`config.mk`:
```
export PLATFORM = sky130hd
export DESIGN_NAME = trace_trigger
export DESIGN_NICKNAME = d
export VERILOG_FILES = /design/src/trace_pkg.sv /design/src/trace_trigger.sv
export SDC_FILE = /design/constraint.sdc
export NUM_CORES = 1
export LEC_CHECK = 0
export BUFFER_PORTS_ARGS = -buffer_cell sky130_fd_sc_hd__buf_2
export CAP_MARGIN = 30
export CORE_ASPECT_RATIO = 1.4
export CORE_MARGIN = 8
export CORE_UTILIZATION = 55
export DETAILED_ROUTE_END_ITERATION = 6
export HOLD_SLACK_MARGIN = 0.03
export PLACE_DENSITY_LB_ADDON = 0.3
export SETUP_SLACK_MARGIN = 0.02
export SLEW_MARGIN = 20
export SYNTH_ARGS = -nofsm -noshare
export SYNTH_HDL_FRONTEND = slang
export SYNTH_SLANG_ARGS = --single-unit
```
`constraint.sdc`:
```
create_clock -name clk_in -period 8.4 [get_ports clk_in]
set_input_delay 0.42 -clock clk_in [delete_from_list [all_inputs] [get_ports clk_in]]
set_output_delay 0.42 -clock clk_in [all_outputs]
set_load 0.005 [all_outputs]
```
`src/trace_pkg.sv`:
```
// constants for the trace trigger and capture fifo block
package trace_pkg;

  // register byte offsets on the apb bus
  localparam logic [7:0] OFF_TRACE_CTRL = 8'h00; // trace_control_register
  localparam logic [7:0] OFF_TRIG_CTRL = 8'h04; // trigger_control_register
  localparam logic [7:0] OFF_STATUS = 8'h08; // trace_status_register
  localparam logic [7:0] OFF_CMP_A = 8'h0c; // comparator a value
  localparam logic [7:0] OFF_CMP_B = 8'h10; // comparator b value
  localparam logic [7:0] OFF_CMP_C = 8'h14; // comparator c value
  localparam logic [7:0] OFF_FIFO = 8'h18; // capture fifo read port

  // trace_control_register fields
  localparam int CTRL_ENABLE_BIT = 7; // module enable
  localparam int CTRL_ARM_BIT = 6; // arm control bit
  localparam int CTRL_TAG_BIT = 5; // tag-type break select
  localparam int CTRL_CPU_BREAK_ENABLE_BIT = 4; // cpu_break_enable

  // trigger_control_register fields
  localparam int TRIG_QUAL_BIT = 7; // opcode_qualify_select
  localparam int TRIG_BEGIN_BIT = 6; // begin-type run select
  localparam int TRIG_MODE_MSB = 3; // trigger mode field top bit

  // trace_status_register fields
  localparam int STAT_A_BIT = 7; // comparator_a_match_flag
  localparam int STAT_B_BIT = 6; // comparator_b_match_flag
  localparam int STAT_C_BIT = 5; // comparator_c_match_flag
  localparam int STAT_ARMED_BIT = 4; // armed_status_flag

  // trigger mode encodings
  localparam logic [3:0] MODE_A_ONLY = 4'h0;
  localparam logic [3:0] MODE_A_OR_B = 4'h1;
  localparam logic [3:0] MODE_A_AND_B = 4'h2;
  localparam logic [3:0] MODE_A_AND_NOT_B = 4'h3;
  localparam logic [3:0] MODE_EVENT_B = 4'h4;
  localparam logic [3:0] MODE_A_THEN_EVENT_B = 4'h5;
  localparam logic [3:0] MODE_INSIDE = 4'h6;
  localparam logic [3:0] MODE_OUTSIDE = 4'h7;
  localparam logic [3:0] MODE_A_THEN_B = 4'h8;

  // fifo shape and capture arithmetic
  localparam int FIFO_DEPTH = 8;
  localparam logic [3:0] FIFO_FULL_COUNT = 4'h8;
  localparam logic [15:0] BRANCH_SRC_ADJUST = 16'h0002;
  localparam logic [7:0] EVENT_HIGH_BYTE = 8'h00;

  // reset values
  localparam logic [7:0] TRACE_CTRL_RST = 8'h00;
  localparam logic [7:0] TRIG_CTRL_RST = 8'h00;
  localparam logic [15:0] CMP_RST = 16'h0000;

endpackage : trace_pkg

```
`src/trace_trigger.sv`:
```
// trace trigger logic, run control and eight word capture fifo behind an apb slave

////////////////////////////////////////////////////////////////////////////////
// What this block does
// - a-only mode sets a flag on a match
// - a-or-b sets each matching comparator flag
// - a-then-b compares b only after a
// - event-only-b sets b flag, always begin-type
// - a-then-event-b: b after a, begin-type
// - a-and-b: both flags on same-cycle match
// - full modes, tag end run: break on a
// - a-and-not-b: a match, b miss, both flags
// - inside range inclusive sets both flags
// - outside range: below a, above b
// - two bits, begin and tag, choose run type and break
// - break enable clear means no break request
// - eight deep fifo, addresses or event data
// - event words read zero upper byte
// - destination flow change stores current address
// - taken branch stores previous address minus two
// - begin run stores from the trigger cycle until eight
// - end run stops and disarms at trigger
// - event-only modes never use end storage
// - end trigger on flow change still stored
// - a-only is code zero, a-or-b one
// - arming clears a, b and c flags
// - qualify uses executed opcode address match
// - end run drops oldest entry when full
module trace_trigger
  import trace_pkg::*;
(
  // clock and reset
  input wire logic clk_in,
  input wire logic sys_rst_in,
  // apb slave
  input wire logic psel_in,
  input wire logic penable_in,
  input wire logic pwrite_in,
  input wire logic [7:0] paddr_in,
  input wire logic [31:0] pwdata_in,
  output logic [31:0] prdata_out,
  output logic pready_out,
  output logic pslverr_out,
  // cpu core buses and indicators
  input wire logic bus_valid_in,
  input wire logic [15:0] core_addr_in,
  input wire logic [7:0] core_data_in,
  input wire logic [1:0] core_cof_in,
  input wire logic exec_valid_in,
  input wire logic [15:0] exec_addr_in,
  // cpu break request and visible state
  output logic cpu_break_out,
  output logic cpu_break_tag_out,
  output logic armed_out
);

  //////////////////////////////////////////////////////////////////////////////
  // state record

  typedef struct packed {
    logic [7:0] ctrl; // trace_control_register
    logic [7:0] trig; // trigger_control_register
    logic [15:0] cmp_a; // comparator a value
    logic [15:0] cmp_b; // comparator b value
    logic [15:0] cmp_c; // comparator c value
    logic flag_a; // comparator_a_match_flag
    logic flag_b; // comparator_b_match_flag
    logic flag_c; // comparator_c_match_flag
    logic armed; // armed_status_flag
    logic started; // begin run has seen its trigger
    logic a_seen; // a matched in the sequential modes
    logic [15:0] prev_addr; // address of the previous bus cycle
    logic [FIFO_DEPTH-1:0][15:0] fifo; // capture words, index 0 is oldest
    logic [3:0] count; // valid words held
    logic [2:0] rd_idx; // next word handed to the reader
    logic brk; // one-cycle break request
    logic [31:0] rdata; // read data latched in the setup cycle
    logic slverr; // unmapped address seen in the setup cycle
  } state_t;

  state_t q_r; // registered state
  state_t q_nxt; // next state

  //////////////////////////////////////////////////////////////////////////////
  // helpers

  // true when the apb address is one of ours
  function automatic logic addr_mapped(input logic [7:0] a);
    addr_mapped = (a == OFF_TRACE_CTRL) || (a == OFF_TRIG_CTRL) || (a == OFF_STATUS) ||
                  (a == OFF_CMP_A) || (a == OFF_CMP_B) || (a == OFF_CMP_C) ||
                  (a == OFF_FIFO);
  endfunction : addr_mapped

  // shift the fifo toward the oldest slot, dropping entry 0
  function automatic logic [FIFO_DEPTH-1:0][15:0] fifo_shift(
    input logic [FIFO_DEPTH-1:0][15:0] f, input logic [15:0] w);
    logic [FIFO_DEPTH-1:0][15:0] r;
    r = f;
    for (int i = 0; i < FIFO_DEPTH - 1; i++) begin
      r[i] = f[i+1];
    end
    r[FIFO_DEPTH-1] = w;
    fifo_shift = r;
  endfunction : fifo_shift

  //////////////////////////////////////////////////////////////////////////////
  // comparator decode

  logic enable; // module enabled
  logic [3:0] mode; // trigger mode field
  logic event_only; // one of the event-only modes
  logic begin_run; // run behaves as begin-type
  logic qual; // opcode qualification in force
  logic full_mode; // address-and-data modes
  logic tag_sel; // tag-type breaks chosen
  logic brk_en; // cpu_break_enable
  logic cmp_ok; // a compare is valid this cycle
  logic [15:0] cmp_addr; // address the comparators look at
  logic ma; // comparator a address match
  logic mb; // comparator b address match
  logic mb_data; // comparator b data bus match
  logic hit_a; // sets comparator_a_match_flag
  logic hit_b; // sets comparator_b_match_flag
  logic trigger; // trigger condition met
  logic [15:0] cof_word; // change of flow word to store
  logic [15:0] event_word; // event data word to store

  // mode flags and the matches of each comparator
  always_comb begin
    enable = q_r.ctrl[CTRL_ENABLE_BIT];
    mode = q_r.trig[TRIG_MODE_MSB:0];
    event_only = (mode == MODE_EVENT_B) || (mode == MODE_A_THEN_EVENT_B);
    begin_run = q_r.trig[TRIG_BEGIN_BIT] | event_only;
    qual = q_r.trig[TRIG_QUAL_BIT] & ~event_only;
    full_mode = (mode == MODE_A_AND_B) || (mode == MODE_A_AND_NOT_B);
    tag_sel = q_r.ctrl[CTRL_TAG_BIT];
    brk_en = q_r.ctrl[CTRL_CPU_BREAK_ENABLE_BIT];
    // qualified compares look at the opcode about to execute
    cmp_addr = qual ? exec_addr_in : core_addr_in;
    cmp_ok = qual ? exec_valid_in : bus_valid_in;
    ma = cmp_ok && (cmp_addr == q_r.cmp_a);
    mb = cmp_ok && (cmp_addr == q_r.cmp_b);
    mb_data = bus_valid_in && (core_data_in == q_r.cmp_b[7:0]);
    cof_word = core_cof_in[1] ? core_addr_in : q_r.prev_addr - BRANCH_SRC_ADJUST;
    event_word = {EVENT_HIGH_BYTE, core_data_in};
    hit_a = 1'b0;
    hit_b = 1'b0;
    trigger = 1'b0;
    case (mode)
      MODE_A_ONLY: begin
        hit_a = ma;
        trigger = ma;
      end
      MODE_A_OR_B: begin
        hit_a = ma;
        hit_b = mb;
        trigger = ma | mb;
      end
      MODE_A_THEN_B: begin
        hit_a = ma;
        hit_b = q_r.a_seen & mb;
        trigger = hit_b;
      end
      MODE_EVENT_B: begin
        hit_b = bus_valid_in && (core_addr_in == q_r.cmp_b);
        trigger = hit_b;
      end
      MODE_A_THEN_EVENT_B: begin
        hit_a = ma;
        hit_b = q_r.a_seen && bus_valid_in && (core_addr_in == q_r.cmp_b);
        trigger = hit_b;
      end
      MODE_A_AND_B: begin
        hit_a = ma & mb_data;
        hit_b = ma & mb_data;
        trigger = ma & mb_data;
      end
      MODE_A_AND_NOT_B: begin
        hit_a = ma & ~mb_data;
        hit_b = ma & ~mb_data;
        trigger = ma & ~mb_data;
      end
      MODE_INSIDE: begin
        hit_a = cmp_ok && (cmp_addr >= q_r.cmp_a) && (cmp_addr <= q_r.cmp_b);
        hit_b = hit_a;
        trigger = hit_a;
      end
      MODE_OUTSIDE: begin
        hit_a = cmp_ok && (cmp_addr < q_r.cmp_a);
        hit_b = cmp_ok && (cmp_addr > q_r.cmp_b);
        trigger = hit_a | hit_b;
      end
      default: begin
        trigger = 1'b0; // unused codes never trigger
      end
    endcase
  end

  //////////////////////////////////////////////////////////////////////////////
  // next state

  logic push; // a word goes into the fifo this cycle
  logic [15:0] push_word; // the word pushed
  logic brk_cond; // end run break condition
  logic filled; // begin run has reached eight words
  logic setup; // apb setup cycle
  logic access; // apb access cycle, taken at this edge
  logic [31:0] rd_value; // read value for the current address

  // capture, run control and register access
  always_comb begin
    q_nxt = q_r;
    q_nxt.brk = 1'b0;
    push = 1'b0;
    push_word = cof_word;
    filled = 1'b0;
    setup = psel_in & ~penable_in;
    access = psel_in & penable_in;
    // tag breaks in full modes follow comparator a alone
    brk_cond = (full_mode && tag_sel && !begin_run) ? ma : trigger;
    // address of each bus cycle kept for branch sources
    if (bus_valid_in) begin
      q_nxt.prev_addr = core_addr_in;
    end
    if (q_r.armed) begin
      // sticky match flags, set only while armed; arming below happens only while disarmed
      q_nxt.flag_a = q_r.flag_a | hit_a;
      q_nxt.flag_b = q_r.flag_b | hit_b;
      q_nxt.flag_c = q_r.flag_c | (bus_valid_in && (core_addr_in == q_r.cmp_c));
      if (ma) begin
        q_nxt.a_seen = 1'b1;
      end
      if (event_only) begin
        push = hit_b;
        push_word = event_word;
      end else if (begin_run) begin
        push = (core_cof_in != 2'b00) && (q_r.started || trigger);
      end else begin
        push = (core_cof_in != 2'b00);
      end
      if (begin_run && trigger) begin
        q_nxt.started = 1'b1;
      end
      // store the word, or drop the oldest in an end run
      if (push) begin
        if (q_r.count < FIFO_FULL_COUNT) begin
          q_nxt.fifo[q_r.count[2:0]] = push_word;
          q_nxt.count = q_r.count + 4'h1;
          filled = begin_run && (q_r.count == FIFO_FULL_COUNT - 4'h1);
        end else if (!begin_run) begin
          q_nxt.fifo = fifo_shift(q_r.fifo, push_word);
        end
      end
      // begin run ends when eight words are in
      if (filled) begin
        q_nxt.armed = 1'b0;
        q_nxt.ctrl[CTRL_ARM_BIT] = 1'b0;
        q_nxt.brk = brk_en;
      end
      // end run ends at the trigger
      if (!begin_run && trigger) begin
        q_nxt.armed = 1'b0;
        q_nxt.ctrl[CTRL_ARM_BIT] = 1'b0;
      end
      if (!begin_run && brk_cond) begin
        q_nxt.brk = brk_en;
      end
    end
    // read value of the addressed register
    case (paddr_in)
      OFF_TRACE_CTRL: rd_value = {24'h000000, q_r.ctrl};
      OFF_TRIG_CTRL: rd_value = {24'h000000, q_r.trig};
      OFF_STATUS: rd_value = {24'h000000, q_r.flag_a, q_r.flag_b, q_r.flag_c, q_r.armed,
                              q_r.count};
      OFF_CMP_A: rd_value = {16'h0000, q_r.cmp_a};
      OFF_CMP_B: rd_value = {16'h0000, q_r.cmp_b};
      OFF_CMP_C: rd_value = {16'h0000, q_r.cmp_c};
      OFF_FIFO: rd_value = {16'h0000, q_r.fifo[q_r.rd_idx]};
      default: rd_value = 32'h00000000;
    endcase
    // setup cycle latches the answer given in the access cycle
    if (setup) begin
      q_nxt.rdata = pwrite_in ? 32'h00000000 : rd_value;
      q_nxt.slverr = ~addr_mapped(paddr_in);
    end
    // fifo read advances only while disarmed; the count stays
    if (access && !pwrite_in && (paddr_in == OFF_FIFO) && !q_r.armed) begin
      q_nxt.rd_idx = q_r.rd_idx + 3'h1;
    end
    // register writes
    if (access && pwrite_in) begin
      case (paddr_in)
        OFF_TRACE_CTRL: begin
          q_nxt.ctrl = pwdata_in[7:0];
          if (!pwdata_in[CTRL_ARM_BIT]) begin
            q_nxt.armed = 1'b0; // disarm by writing arm low
          end else if (pwdata_in[CTRL_ENABLE_BIT] && !q_r.armed) begin
            // arming starts a fresh run
            q_nxt.armed = 1'b1;
            q_nxt.flag_a = 1'b0;
            q_nxt.flag_b = 1'b0;
            q_nxt.flag_c = 1'b0;
            q_nxt.started = 1'b0;
            q_nxt.a_seen = 1'b0;
            q_nxt.count = 4'h0;
            q_nxt.rd_idx = 3'h0;
          end
        end
        OFF_TRIG_CTRL: q_nxt.trig = pwdata_in[7:0];
        OFF_CMP_A: q_nxt.cmp_a = pwdata_in[15:0];
        OFF_CMP_B: q_nxt.cmp_b = pwdata_in[15:0];
        OFF_CMP_C: q_nxt.cmp_c = pwdata_in[15:0];
        default: begin
          q_nxt.slverr = q_r.slverr; // read-only or unmapped: no change
        end
      endcase
    end
    // a disabled module is never armed
    if (!q_nxt.ctrl[CTRL_ENABLE_BIT] || !enable && !q_nxt.armed) begin
      q_nxt.armed = 1'b0;
    end
  end

  //////////////////////////////////////////////////////////////////////////////
  // state register

  // every bit of state resets to a constant
  always_ff @(posedge clk_in or posedge sys_rst_in) begin
    if (sys_rst_in) begin
      q_r <= '0;
      q_r.ctrl <= TRACE_CTRL_RST;
      q_r.trig <= TRIG_CTRL_RST;
      q_r.cmp_a <= CMP_RST;
      q_r.cmp_b <= CMP_RST;
      q_r.cmp_c <= CMP_RST;
    end else begin
      q_r <= q_nxt;
    end
  end

  //////////////////////////////////////////////////////////////////////////////
  // outputs

  // apb answers with no wait state
  assign pready_out = 1'b1;
  assign prdata_out = q_r.rdata;
  assign pslverr_out = q_r.slverr;

  // break request and its kind
  assign cpu_break_out = q_r.brk;
  assign cpu_break_tag_out = q_r.ctrl[CTRL_TAG_BIT] & q_r.ctrl[CTRL_CPU_BREAK_ENABLE_BIT];
  assign armed_out = q_r.armed;

endmodule : trace_trigger

```
; Word-level counts from Yosys, hierarchy flattened
; Cells that the tools add are included.
[totals]
register_bits = 255
latch_bits = 0
mem_bits_rw = 0
rom_bits = 0
inputBits = 89
out_inout_bits = 37
wordCells = 186
n_memories = 0
[op_classes]
n_addsub = 3
n_mul = 0
div = 0
n_lt_le_gt_ge = 8
eq_ne = 22
shift = 0
n_mux = 58
n_bitwise = 17
n_reduce_logical = 52
[ops]
columns = cell, n
row1 = 128-bit 2-to-1 mux, 2
row2 = 16-bit 2-to-1 mux, 10
row3 = 128-bit bitwise mux, 1
row4 = 16-bit case mux with 7 select lines, 1
row5 = 70-bit 2-to-1 mux, 1
row6 = 16-bit == test, 4
row7 = 16-bit binary-select mux with 3-bit select, 1
row8 = 16-bit demux with 3-bit select, 1
row9 = 7-bit 2-to-1 mux, 4
row10 = 1-bit logical AND, 25
row11 = "8-bit by 5-bit == test with 1-bit output, second input constant", 3
row12 = 1-bit 2-to-1 mux, 23
row13 = "4-bit by 3-bit == test with 1-bit output, second input constant", 5
row14 = 6-bit 2-to-1 mux, 3
row15 = "8-bit by 4-bit == test with 1-bit output, second input constant", 2
row16 = 16-bit greater-or-equal comparator, 1
row17 = 16-bit greater-than comparator, 1
row18 = 16-bit less-or-equal comparator, 1
row19 = 16-bit < comparator, 1
row20 = 8-bit 2-to-1 mux, 2
row21 = "16-bit by 2-bit subtractor with 16-bit output, second input constant", 1
row22 = 4-bit 2-to-1 mux, 3
row23 = 1-bit logical OR, 10
row24 = 2-bit AND reduction, 5
row25 = other kinds (27), 49

; Logic depth before layout (Yosys ltp)
; Gate-level depths: netlist (run 1).
[depth]
word_depth = 27
depth_mapped = 17
mapped_depth_nobuf = 12

; Worst setup path after synthesis (run 1)
; No wires, ideal clock.
[synth_timing]
path_kind = register -> register
startpoint = register q_r, in the netlist mode[1]
endpoint = register q_r[100] (netlist name)
setup_time_ns = 0.125
arrival_ns = 4.486
slack_ns = 3.789
stages_incl_launch_ff = 18
synth_period_minus_slack_ns = 4.611
path_cell_list = dfrtp_1 buf_2 or3b_1 buf_2 nand2_4 clkbuf_1 mux2_2 ha_1 nand4_1 or2_2 nor3_1 nor2_1 a21boi_1 nand2_1 buf_2 a221oi_4 buf_8 mux2_4
[synth_between]
elab_chain_cells = 15
word_cells_on_any_way = 45
classes_between = order compare (4) / eq/ne (11) / mux (11) / bitwise (8) / reduce/logical (11)
[synth_lines]
columns = element, line
row1 = "start, declared", trace_trigger.sv:81  ; state_t q_r;
row2 = "start signal, assigned", trace_trigger.sv:337  ; q_r <= q_nxt;
row3 = 4-bit by 3-bit == test with 1-bit output, "trace_trigger.sv:132, trace_trigger.sv:149"
row4 = 1-bit logical OR, trace_trigger.sv:132  ; event_only = (mode == MODE_EVENT_B) || (mode == MODE_A_THEN_EVENT_B);
row5 = 1-bit inverter, trace_trigger.sv:134  ; qual = q_r.trig[TRIG_QUAL_BIT] & ~event_only;
row6 = 1-bit AND, trace_trigger.sv:134
row7 = 16-bit 2-to-1 mux, trace_trigger.sv:139  ; cmp_addr = qual ? exec_addr_in : core_addr_in;
row8 = "16-bit < comparator, or another cell as far along", trace_trigger.sv:189  ; hit_a = cmp_ok && (cmp_addr < q_r.cmp_a);
row9 = "1-bit logical AND, on equally long branches", -
row10 = "1-bit bitwise OR, or another cell as far along", trace_trigger.sv:191  ; trigger = hit_a | hit_b;
row11 = 1-bit case mux with 9 select lines, trace_trigger.sv:149  ; case (mode)
row12 = 1-bit logical OR, trace_trigger.sv:237  ; push = (core_cof_in != 2'b00) && (q_r.started || trigger);
row13 = 1-bit logical AND, trace_trigger.sv:237
row14 = 1-bit 2-to-1 mux, trace_trigger.sv:236  ; end else if (begin_run) begin
row15 = 1-bit 2-to-1 mux, trace_trigger.sv:233  ; if (event_only) begin
row16 = 1-bit 2-to-1 mux, trace_trigger.sv:225  ; if (q_r.armed) begin
row17 = 3-bit AND reduction (no source line), -
; Parallel ways exist; a longest one is shown, timed or not. The select of a mux whose other input is x is not followed.
; A chain may end at the register's enable or synchronous reset.

; Final worst setup path (run 1)
[layout_timing]
startpoint = register q_r, in the netlist mode[3]
endpoint = register q_r[108] (netlist name)
; The elaborated chain is that of the path after synthesis.

==> metrics.md, run 1 <==
| Metric | Value |
|---|---|
| Max Clock Skew | `0.01300 ns` |
| Max Cap Violations | `0` |
| Crit path max fanout | `17` |
| WHS | `about 0.0069 ns` |
| Final nets | `1477` |
| Leak pwr | `7.012 nW` |
| Total Die Area | `between 30000 and 40000 um^2` |
| Synth Flop Type | `dfrtp_1` |
| FFs w/ async S/R, synth | `100.0%` |
| Crit Path Category | `flop to flop` |
| WP data required | `8.80 ns` |
| TritonCTS Sinks | `239` |
| RSZ-0062 raised after global routing | `no` |
| Endpoints failing setup | `0` |
| Slew Limit Fails | `0` |
| Post-synthesis cell count | `around 1300` |
| Root Buffer | `clkbuf_16` |
| Seq/Total Area, Yosys | `41.01%` |
| Initial antenna violation count | `0` |
| Critical Path Source Type | `flop` |
| Mapped Area | `between 10000 and 15000 um^2` |
| GR Util All Layers | `a little over a quarter` |
| First-pass GRT wire length | `65920 um` |
| Initial DRC Count | `roughly 850` |
| Setup TNS | `0 ns` |
| Post-route minimum period | `5.968 ns` |
| Die W | `about 150 um` |
| Total core area | `26100 um^2` |
| H-tree depth | `1` |
| Synth warnings | `0` |
| GR Overflow Total | `0` |
| Final hold vios | `0` |
| DRC | `0` |
| # rows | `70` |
| Yosys reg bits | `239` |
| Netlist cell types | `64` |
| Vias per inst | `~6.4` |
| Fin crit share | `71.05%` |
| Die Y-Extent | `208.7 um` |
| Setup repair bufs after CTS | `0` |
| Most common cell after layout, fill and taps aside | `dfrtp_1` |
| Via count | `10860` |
| Buffers on Ports | `92` |
| TritonCTS clock tree | `yes` |
| Layout cell share with drive strength beyond 1 | `30.41%` |
| Clock insertion delay at the later pin of the skew report | `0.53 ns` |
| Detailed placement HPWL | `30160 um` |
| # diodes | `0` |
| CTS Buffer Depth | `3` |
| DP Area | `between 15000 and 20000 um^2` |
| Post-Syn Area per Cell | `between 10 and 15 um^2` |
| DR WL/cell | `24.90 um` |
| Post-synth EDFFs | `0` |
| Cts bufs inserted | `24` |
| DRT antenna net count | `0` |
| Fin util | `roughly three fifths` |
| Pin count of the biggest net entering global routing | `100` |
| Final Instance Area | `15900 um^2` |
| Area grow syn2layout | `9.000%` |
| Fmax achieved | `~170 MHz` |
| Status | `complete, no violations` |
| Pre-Repair DR Iteration Count | `5` |
| Global placer's final weighted congestion | `0.9502` |
| Final WL | `about 42000 um` |
| Max VDD drop | `0.1377 mV` |
| Hold crit path type | `primary input to asynchronous set/reset pin` |
| Power per Cell Area | `156.5 nW/um^2` |
| Starting Density | `55.88%` |
| Resized cells post-CTS | `0` |
| WP data arrival | `around 6.4 ns` |
| Slew @ Worst Pin | `0.9619 ns` |
| CP endpoint kind | `flop` |
| Clock transition at path regs | `0.06 ns` |
| Most frequent cells in the layout | `237 x dfrtp_1, 158 x mux2_2, 134 x nand2_1, 97 x o21ai_0, 93 x buf_2` |
| Cts hold-fix bufs | `0` |
| Vias in the first global route | `11330` |
| Slew HR | `34.04%` |
| Top-Level Pins | `126` |
## registers in the layout, indices dropped and copies added, names as in the netlist
register,cells
enable,1
cpu_break_out,1
mode,4
pslverr_out,1
q_r,214
armed_out,1
brk_en,1
prdata_out,16
## metrics by stage
stage / worst slack [ns] / total power, mW / cells
6_report: 2.432 / 2.488 / 1692
5_1_grt: 2.167 / 2.563 / 1692
4_1_cts: 2.470 / 2.497 / 1689
3_5_place_dp: 2.481 / 1.399 / 1648
3_3_place_gp: 2.464 / 1.393 / 1644
2_1_floorplan: 1.420 / 1.322 / 1322
## synthesized netlist by cell type (all sizes together) (3+ instances only)
master | instances | area [um^2]
dfrtp | 239 | 5981
mux2 | 208 | 2530
nand2 | 135 | 514.2
o21ai | 99 | 495.5
buf | 57 | 435.4
clkbuf | 56 | 210.2
inv | 50 | 187.7
a22o | 49 | 429.2
nor2 | 48 | 180.2
mux2i | 40 | 400.4
xnor2 | 39 | 341.6
ha | 35 | 437.9
mux4 | 32 | 720.7
a21oi | 22 | 110.1
a22oi | 18 | 135.1
xor2 | 17 | 148.9
nor4 | 16 | 127.6
nand3 | 14 | 70.07
nor3 | 13 | 70.07
nand4 | 12 | 75.07
a221oi | 11 | 196.4
a32o | 11 | 110.1
nand2b | 11 | 68.82
o211ai | 9 | 67.56
a222oi | 8 | 80.08
o31ai | 8 | 73.82
nor2b | 6 | 37.54
o21a | 6 | 45.04
a211oi | 5 | 50.05
or4 | 5 | 37.54
nor3b | 3 | 33.78
or3 | 3 | 18.77
## critical path, cell delays in order, from the launching register on
cell      delay [ns]
dfrtp_1         0.52
or3b_1          0.76
nand2_4         0.39
mux2_2          0.40
ha_1            0.30
nand4_1         0.22
or2_2           0.39
nor3_1          0.41
nor2_1          0.08
a21boi_1        0.27
nand2_1         0.55
a221oi_2        0.81
buf_4           0.36
mux2_2          0.37
## worst paths after layout
kind / start / end / slack (ns) / depth (start not counted)
max: mode[3] / q_r[108] / 2.43 / 13
min: sys_rst_in / q_r[119] / 0.007 / 2
max reg2reg: mode[3] / q_r[108] / 2.43 / 13
min reg2reg: pslverr_out / pslverr_out / 0.48 / 2
max in group asynchronous: sys_rst_in / q_r[40] / 6.99 / 3
min in group clk_in: pwdata_in[14] / q_r[221] / 0.16 / 2
## power by group
group | switching [mW] | internal, mW
Sequential | 0.0163 | 1.16
Combinational | 0.131 | 0.0705
Clock | 0.451 | 0.655
Total | 0.598 | 1.89
## metal layers
| layer | vias to the layer above | track usage (%) | wire length [um] |
|---|---|---|---|
| met4 | 0 | 17.72 | 3004 |
| met5 | - | 0 | 0 |
| li1 | 4813 | - | - |
| met1 | 5487 | 29.69 | 15590 |
| met3 | 139 | 3.242 | 2324 |
| met2 | 425 | 45.60 | 21220 |
## area by class of cell
type,instances,area (um^2)
multi-input combinational,920,7831
tap,324,405.4
clock buffer,36,726.9
inverter,50,195.2
clock inverter,5,75.07
sequential,239,5986
fill,2104,10200
timing repair buffer,118,676.9
## kinds of logic (layout without fill, tap and decap cells)
logic type | after synthesis | after routing | share of synthesized area, %
other | 2 | 17 | 0.05149
buffers and inverters | 163 | 209 | 5.714
muxes | 280 | 280 | 25.03
DFF | 239 | 239 | 41.01
adders and majority gates | 35 | 35 | 3.003
and+or+nand+nor | 275 | 275 | 8.931
AOI/OAI and AO/OA | 257 | 257 | 12.89
xor gates and xnor gates | 56 | 56 | 3.363
No activity file was read; power rests on OpenSTA's default activity.
==> run 2: changes to the inputs <==
==> constraint.sdc (replaced) <==
create_clock -name clk_in -period 5.2 [get_ports clk_in]
set_input_delay 0.26 -clock clk_in [delete_from_list [all_inputs] [get_ports clk_in]]
set_output_delay 0.26 -clock clk_in [all_outputs]
set_load 0.005 [all_outputs]
==> run 2 against run 1 <==
The run now ends with DRC left. Worst hold slack gained 0.054 ns. Utilization grew 0.93 points. Critical path depth grew 1. Fmax grew 27%. Clock-buffer cell count shrank 3. Final area grew 1.5%. Clock skew grew 0.018 ns. First-iteration DRC count shrank 3.9%. Via count shrank 1.1%. Combinational power grew 62%. Wire length shrank 3.4%. Sequential cell count is the same. Critical path type unchanged.
==> metrics.md, run 2 (synthesis results as in run 1) <==
| Metric | Value |
|---|---|
| Status | `finished with violations` |
| Failing checks | `DRC` |
| Initial DRC Count | `821 (-3.9%)` |
| Final WL | `40710 um (-3.4%)` |
| CP endpoint kind | `flop` |
| Endpoints failing setup | `0 (unchanged)` |
| Tot Pwr | `4.195 mW (+69%)` |
| Max Cap Violations | `0 (unchanged)` |
| TritonCTS clock tree | `yes` |
| # diodes | `0 (unchanged)` |
| Via count | `10740 (-1.1%)` |
| Die W | `153.6 um (unchanged)` |
| Setup TNS | `0 ns (unchanged)` |
| Cts bufs inserted | `24 (unchanged)` |
| DR WL/cell | `23.79 um (-4.5%)` |
| Final nets | `1494 (+1.2%)` |
| Cells after DPL | `1652 (+0.24%)` |
| Most common cell after layout, fill and taps aside | `dfrtp_1` |
| Pre-Repair DR Iteration Count | `7 (+2)` |
| Clock transition at path regs | `0.07 ns (about the same)` |
| Die Y-Extent | `208.7 um (unchanged)` |
| Initial antenna violation count | `0 (unchanged)` |
| Critical Path Source Type | `flop` |
| Setup repair bufs after CTS | `0 (unchanged)` |
| Crit path max fanout | `17 (unchanged)` |
| Max FFs per register | `214 (unchanged)` |
| Finished Layout Cells | `1711 (+1.1%)` |
| Max Clock Skew | `0.03095 ns (+0.01795 ns)` |
| Fmax achieved | `212.4 MHz (+27%)` |
| WHS Endpoint | `q_r[247]` |
| Setup ws final | `0.4926 ns (-1.939 ns)` |
| Reg2reg start | `mode[1]` |
| Clock insertion delay at the later pin of the skew report | `0.54 ns (about the same)` |
| Vias per inst | `6.279 (-2.2%)` |
| Slew HR | `37.05% (+3.0 points)` |
| Slew @ Worst Pin | `0.9443 ns (-0.01768 ns)` |
| Final Instance Area | `16140 um^2 (+1.5%)` |
| R2R Path End | `q_r[151]` |
| Starting Density | `55.88% (unchanged)` |
| DP Area | `15090 um^2 (+0.16%)` |
| Hold Path Stages | `2` |
| Root Buffer | `clkbuf_16` |
| GR Overflow Total | `0 (unchanged)` |
| Vias in the first global route | `11400 (+0.58%)` |
| Hold crit path type | `primary input to flop` |
| Area grow syn2layout | `10.66%` |
| DRC | `7 (+7)` |
| TritonCTS Sinks | `239 (unchanged)` |
| Slew Limit Fails | `0 (unchanged)` |
| Pin count of the biggest net entering global routing | `156 (+56%)` |
| Crit Path Category | `flop to flop` |
| Final hold vios | `0 (unchanged)` |
| Hold wc startpoint | `pwdata_in[0]` |
| Max VDD drop | `0.1942 mV (+41%)` |
| Fin util | `61.83% (+0.93 points)` |
| Worst slack, placed | `0.5708 ns (-1.910 ns)` |
| WHS | `0.06051 ns (+0.05360 ns)` |
| Top-Level Pins | `126 (unchanged)` |
| WP data arrival | `5.11 ns (-1.26 ns)` |
| Total core area | `26100 um^2 (unchanged)` |
| RSZ-0062 raised after global routing | `no` |
| H-tree depth | `1 (unchanged)` |
| First-pass GRT wire length | `64550 um (-2.1%)` |
| Power per Cell Area | `259.9 nW/um^2 (+66%)` |
| Detailed placement HPWL | `29970 um (-0.63%)` |
| GR Util All Layers | `25.34% (-0.86 points)` |
| Biggest register | `q_r` |
| Worst r2r path cells | `14 (+1)` |
| Total Die Area | `32060 um^2 (unchanged)` |
| Fin crit share | `90.53% (+19 points)` |
| Buffers on Ports | `92 (unchanged)` |
| # rows | `70 (unchanged)` |
| Layout cell share with drive strength beyond 1 | `30.50% (+0.088 points)` |
| WP data required | `5.60 ns (-3.20 ns)` |
| FF-to-FF setup slack | `0.49 ns (-1.94 ns)` |
| Global placer's final weighted congestion | `0.9898 (+4.2%)` |
| Leak pwr | `7.113 nW (+1.4%)` |
| Most frequent cells in the layout | `237 x dfrtp_1, 158 x mux2_2, 134 x nand2_1, 97 x o21ai_0, 92 x buf_2` |
| DRT antenna net count | `0 (unchanged)` |
| CTS Buffer Depth | `3 (unchanged)` |
| Post-route minimum period | `4.707 ns (-1.261 ns)` |
run 2: changes by cell type in the layout (fill, tap and decap cells not counted), sizes merged:
cell | previous run | this run
buf | 116 | 122
bufinv | 2 | 6
clkbuf | 38 | 33
clkinv | 3 | 4
clkinvlp | 0 | 1
dlygate4sd3 | 0 | 13
inv | 50 | 49
run 2: worst max-delay path, cell delays in order, from the launching register on:
cell	delay, ns
dfrtp_1	0.37
or3b_1	0.46
nand2_4	0.25
mux2_2	0.39
ha_1	0.30
nand4_1	0.25
or2_2	0.40
nor3_1	0.36
nand2_1	0.15
o31ai_4	0.29
nor4_4	0.05
buf_4	0.23
a221oi_4	0.29
buf_4	0.36
mux2_2	0.38
run 2: worst max-delay path by stage:
stage	depth (start not counted)	from	end
final	14	mode[1]	q_r[151]
after global routing	14	mode[1]	q_r[150]
after CTS	14	mode[1]	q_r[151]
after detailed placement	14	mode[1]	q_r[151]
after global placement	14	mode[1]	q_r[151]
after floorplan	17	mode[1]	q_r[100]
run 2: final cells by class:
cell class,instances,area [um^2]
tap,324,405.4
clock buffer,33,674.4
fill,2086,9962
clock inverter,10,211.5
inverter,50,191.4
timing repair buffer,135,835.8
multi-input combinational,920,7834
sequential,239,5986
run 2: power breakdown:
part / total (mW) / switching [mW] / internal (mW)
logic: 0.328 / 0.208 / 0.120
clock network: 1.96 / 0.753 / 1.21
registers: 1.91 / 0.0272 / 1.88
total: 4.19 / 0.989 / 3.21
run 2: per-layer routing:
layer	track usage (%)	share of wire, %
met1	28.39	37
met2	42.87	49
met3	3.841	5.0
met4	19.55	8.4
met5	0	0
run 2: what timing repair did:
item | CTS | global route
hold buffers | 13 | 0
gates resized for setup | 0 | 0
endpoints found under the hold margin | 62 | 0
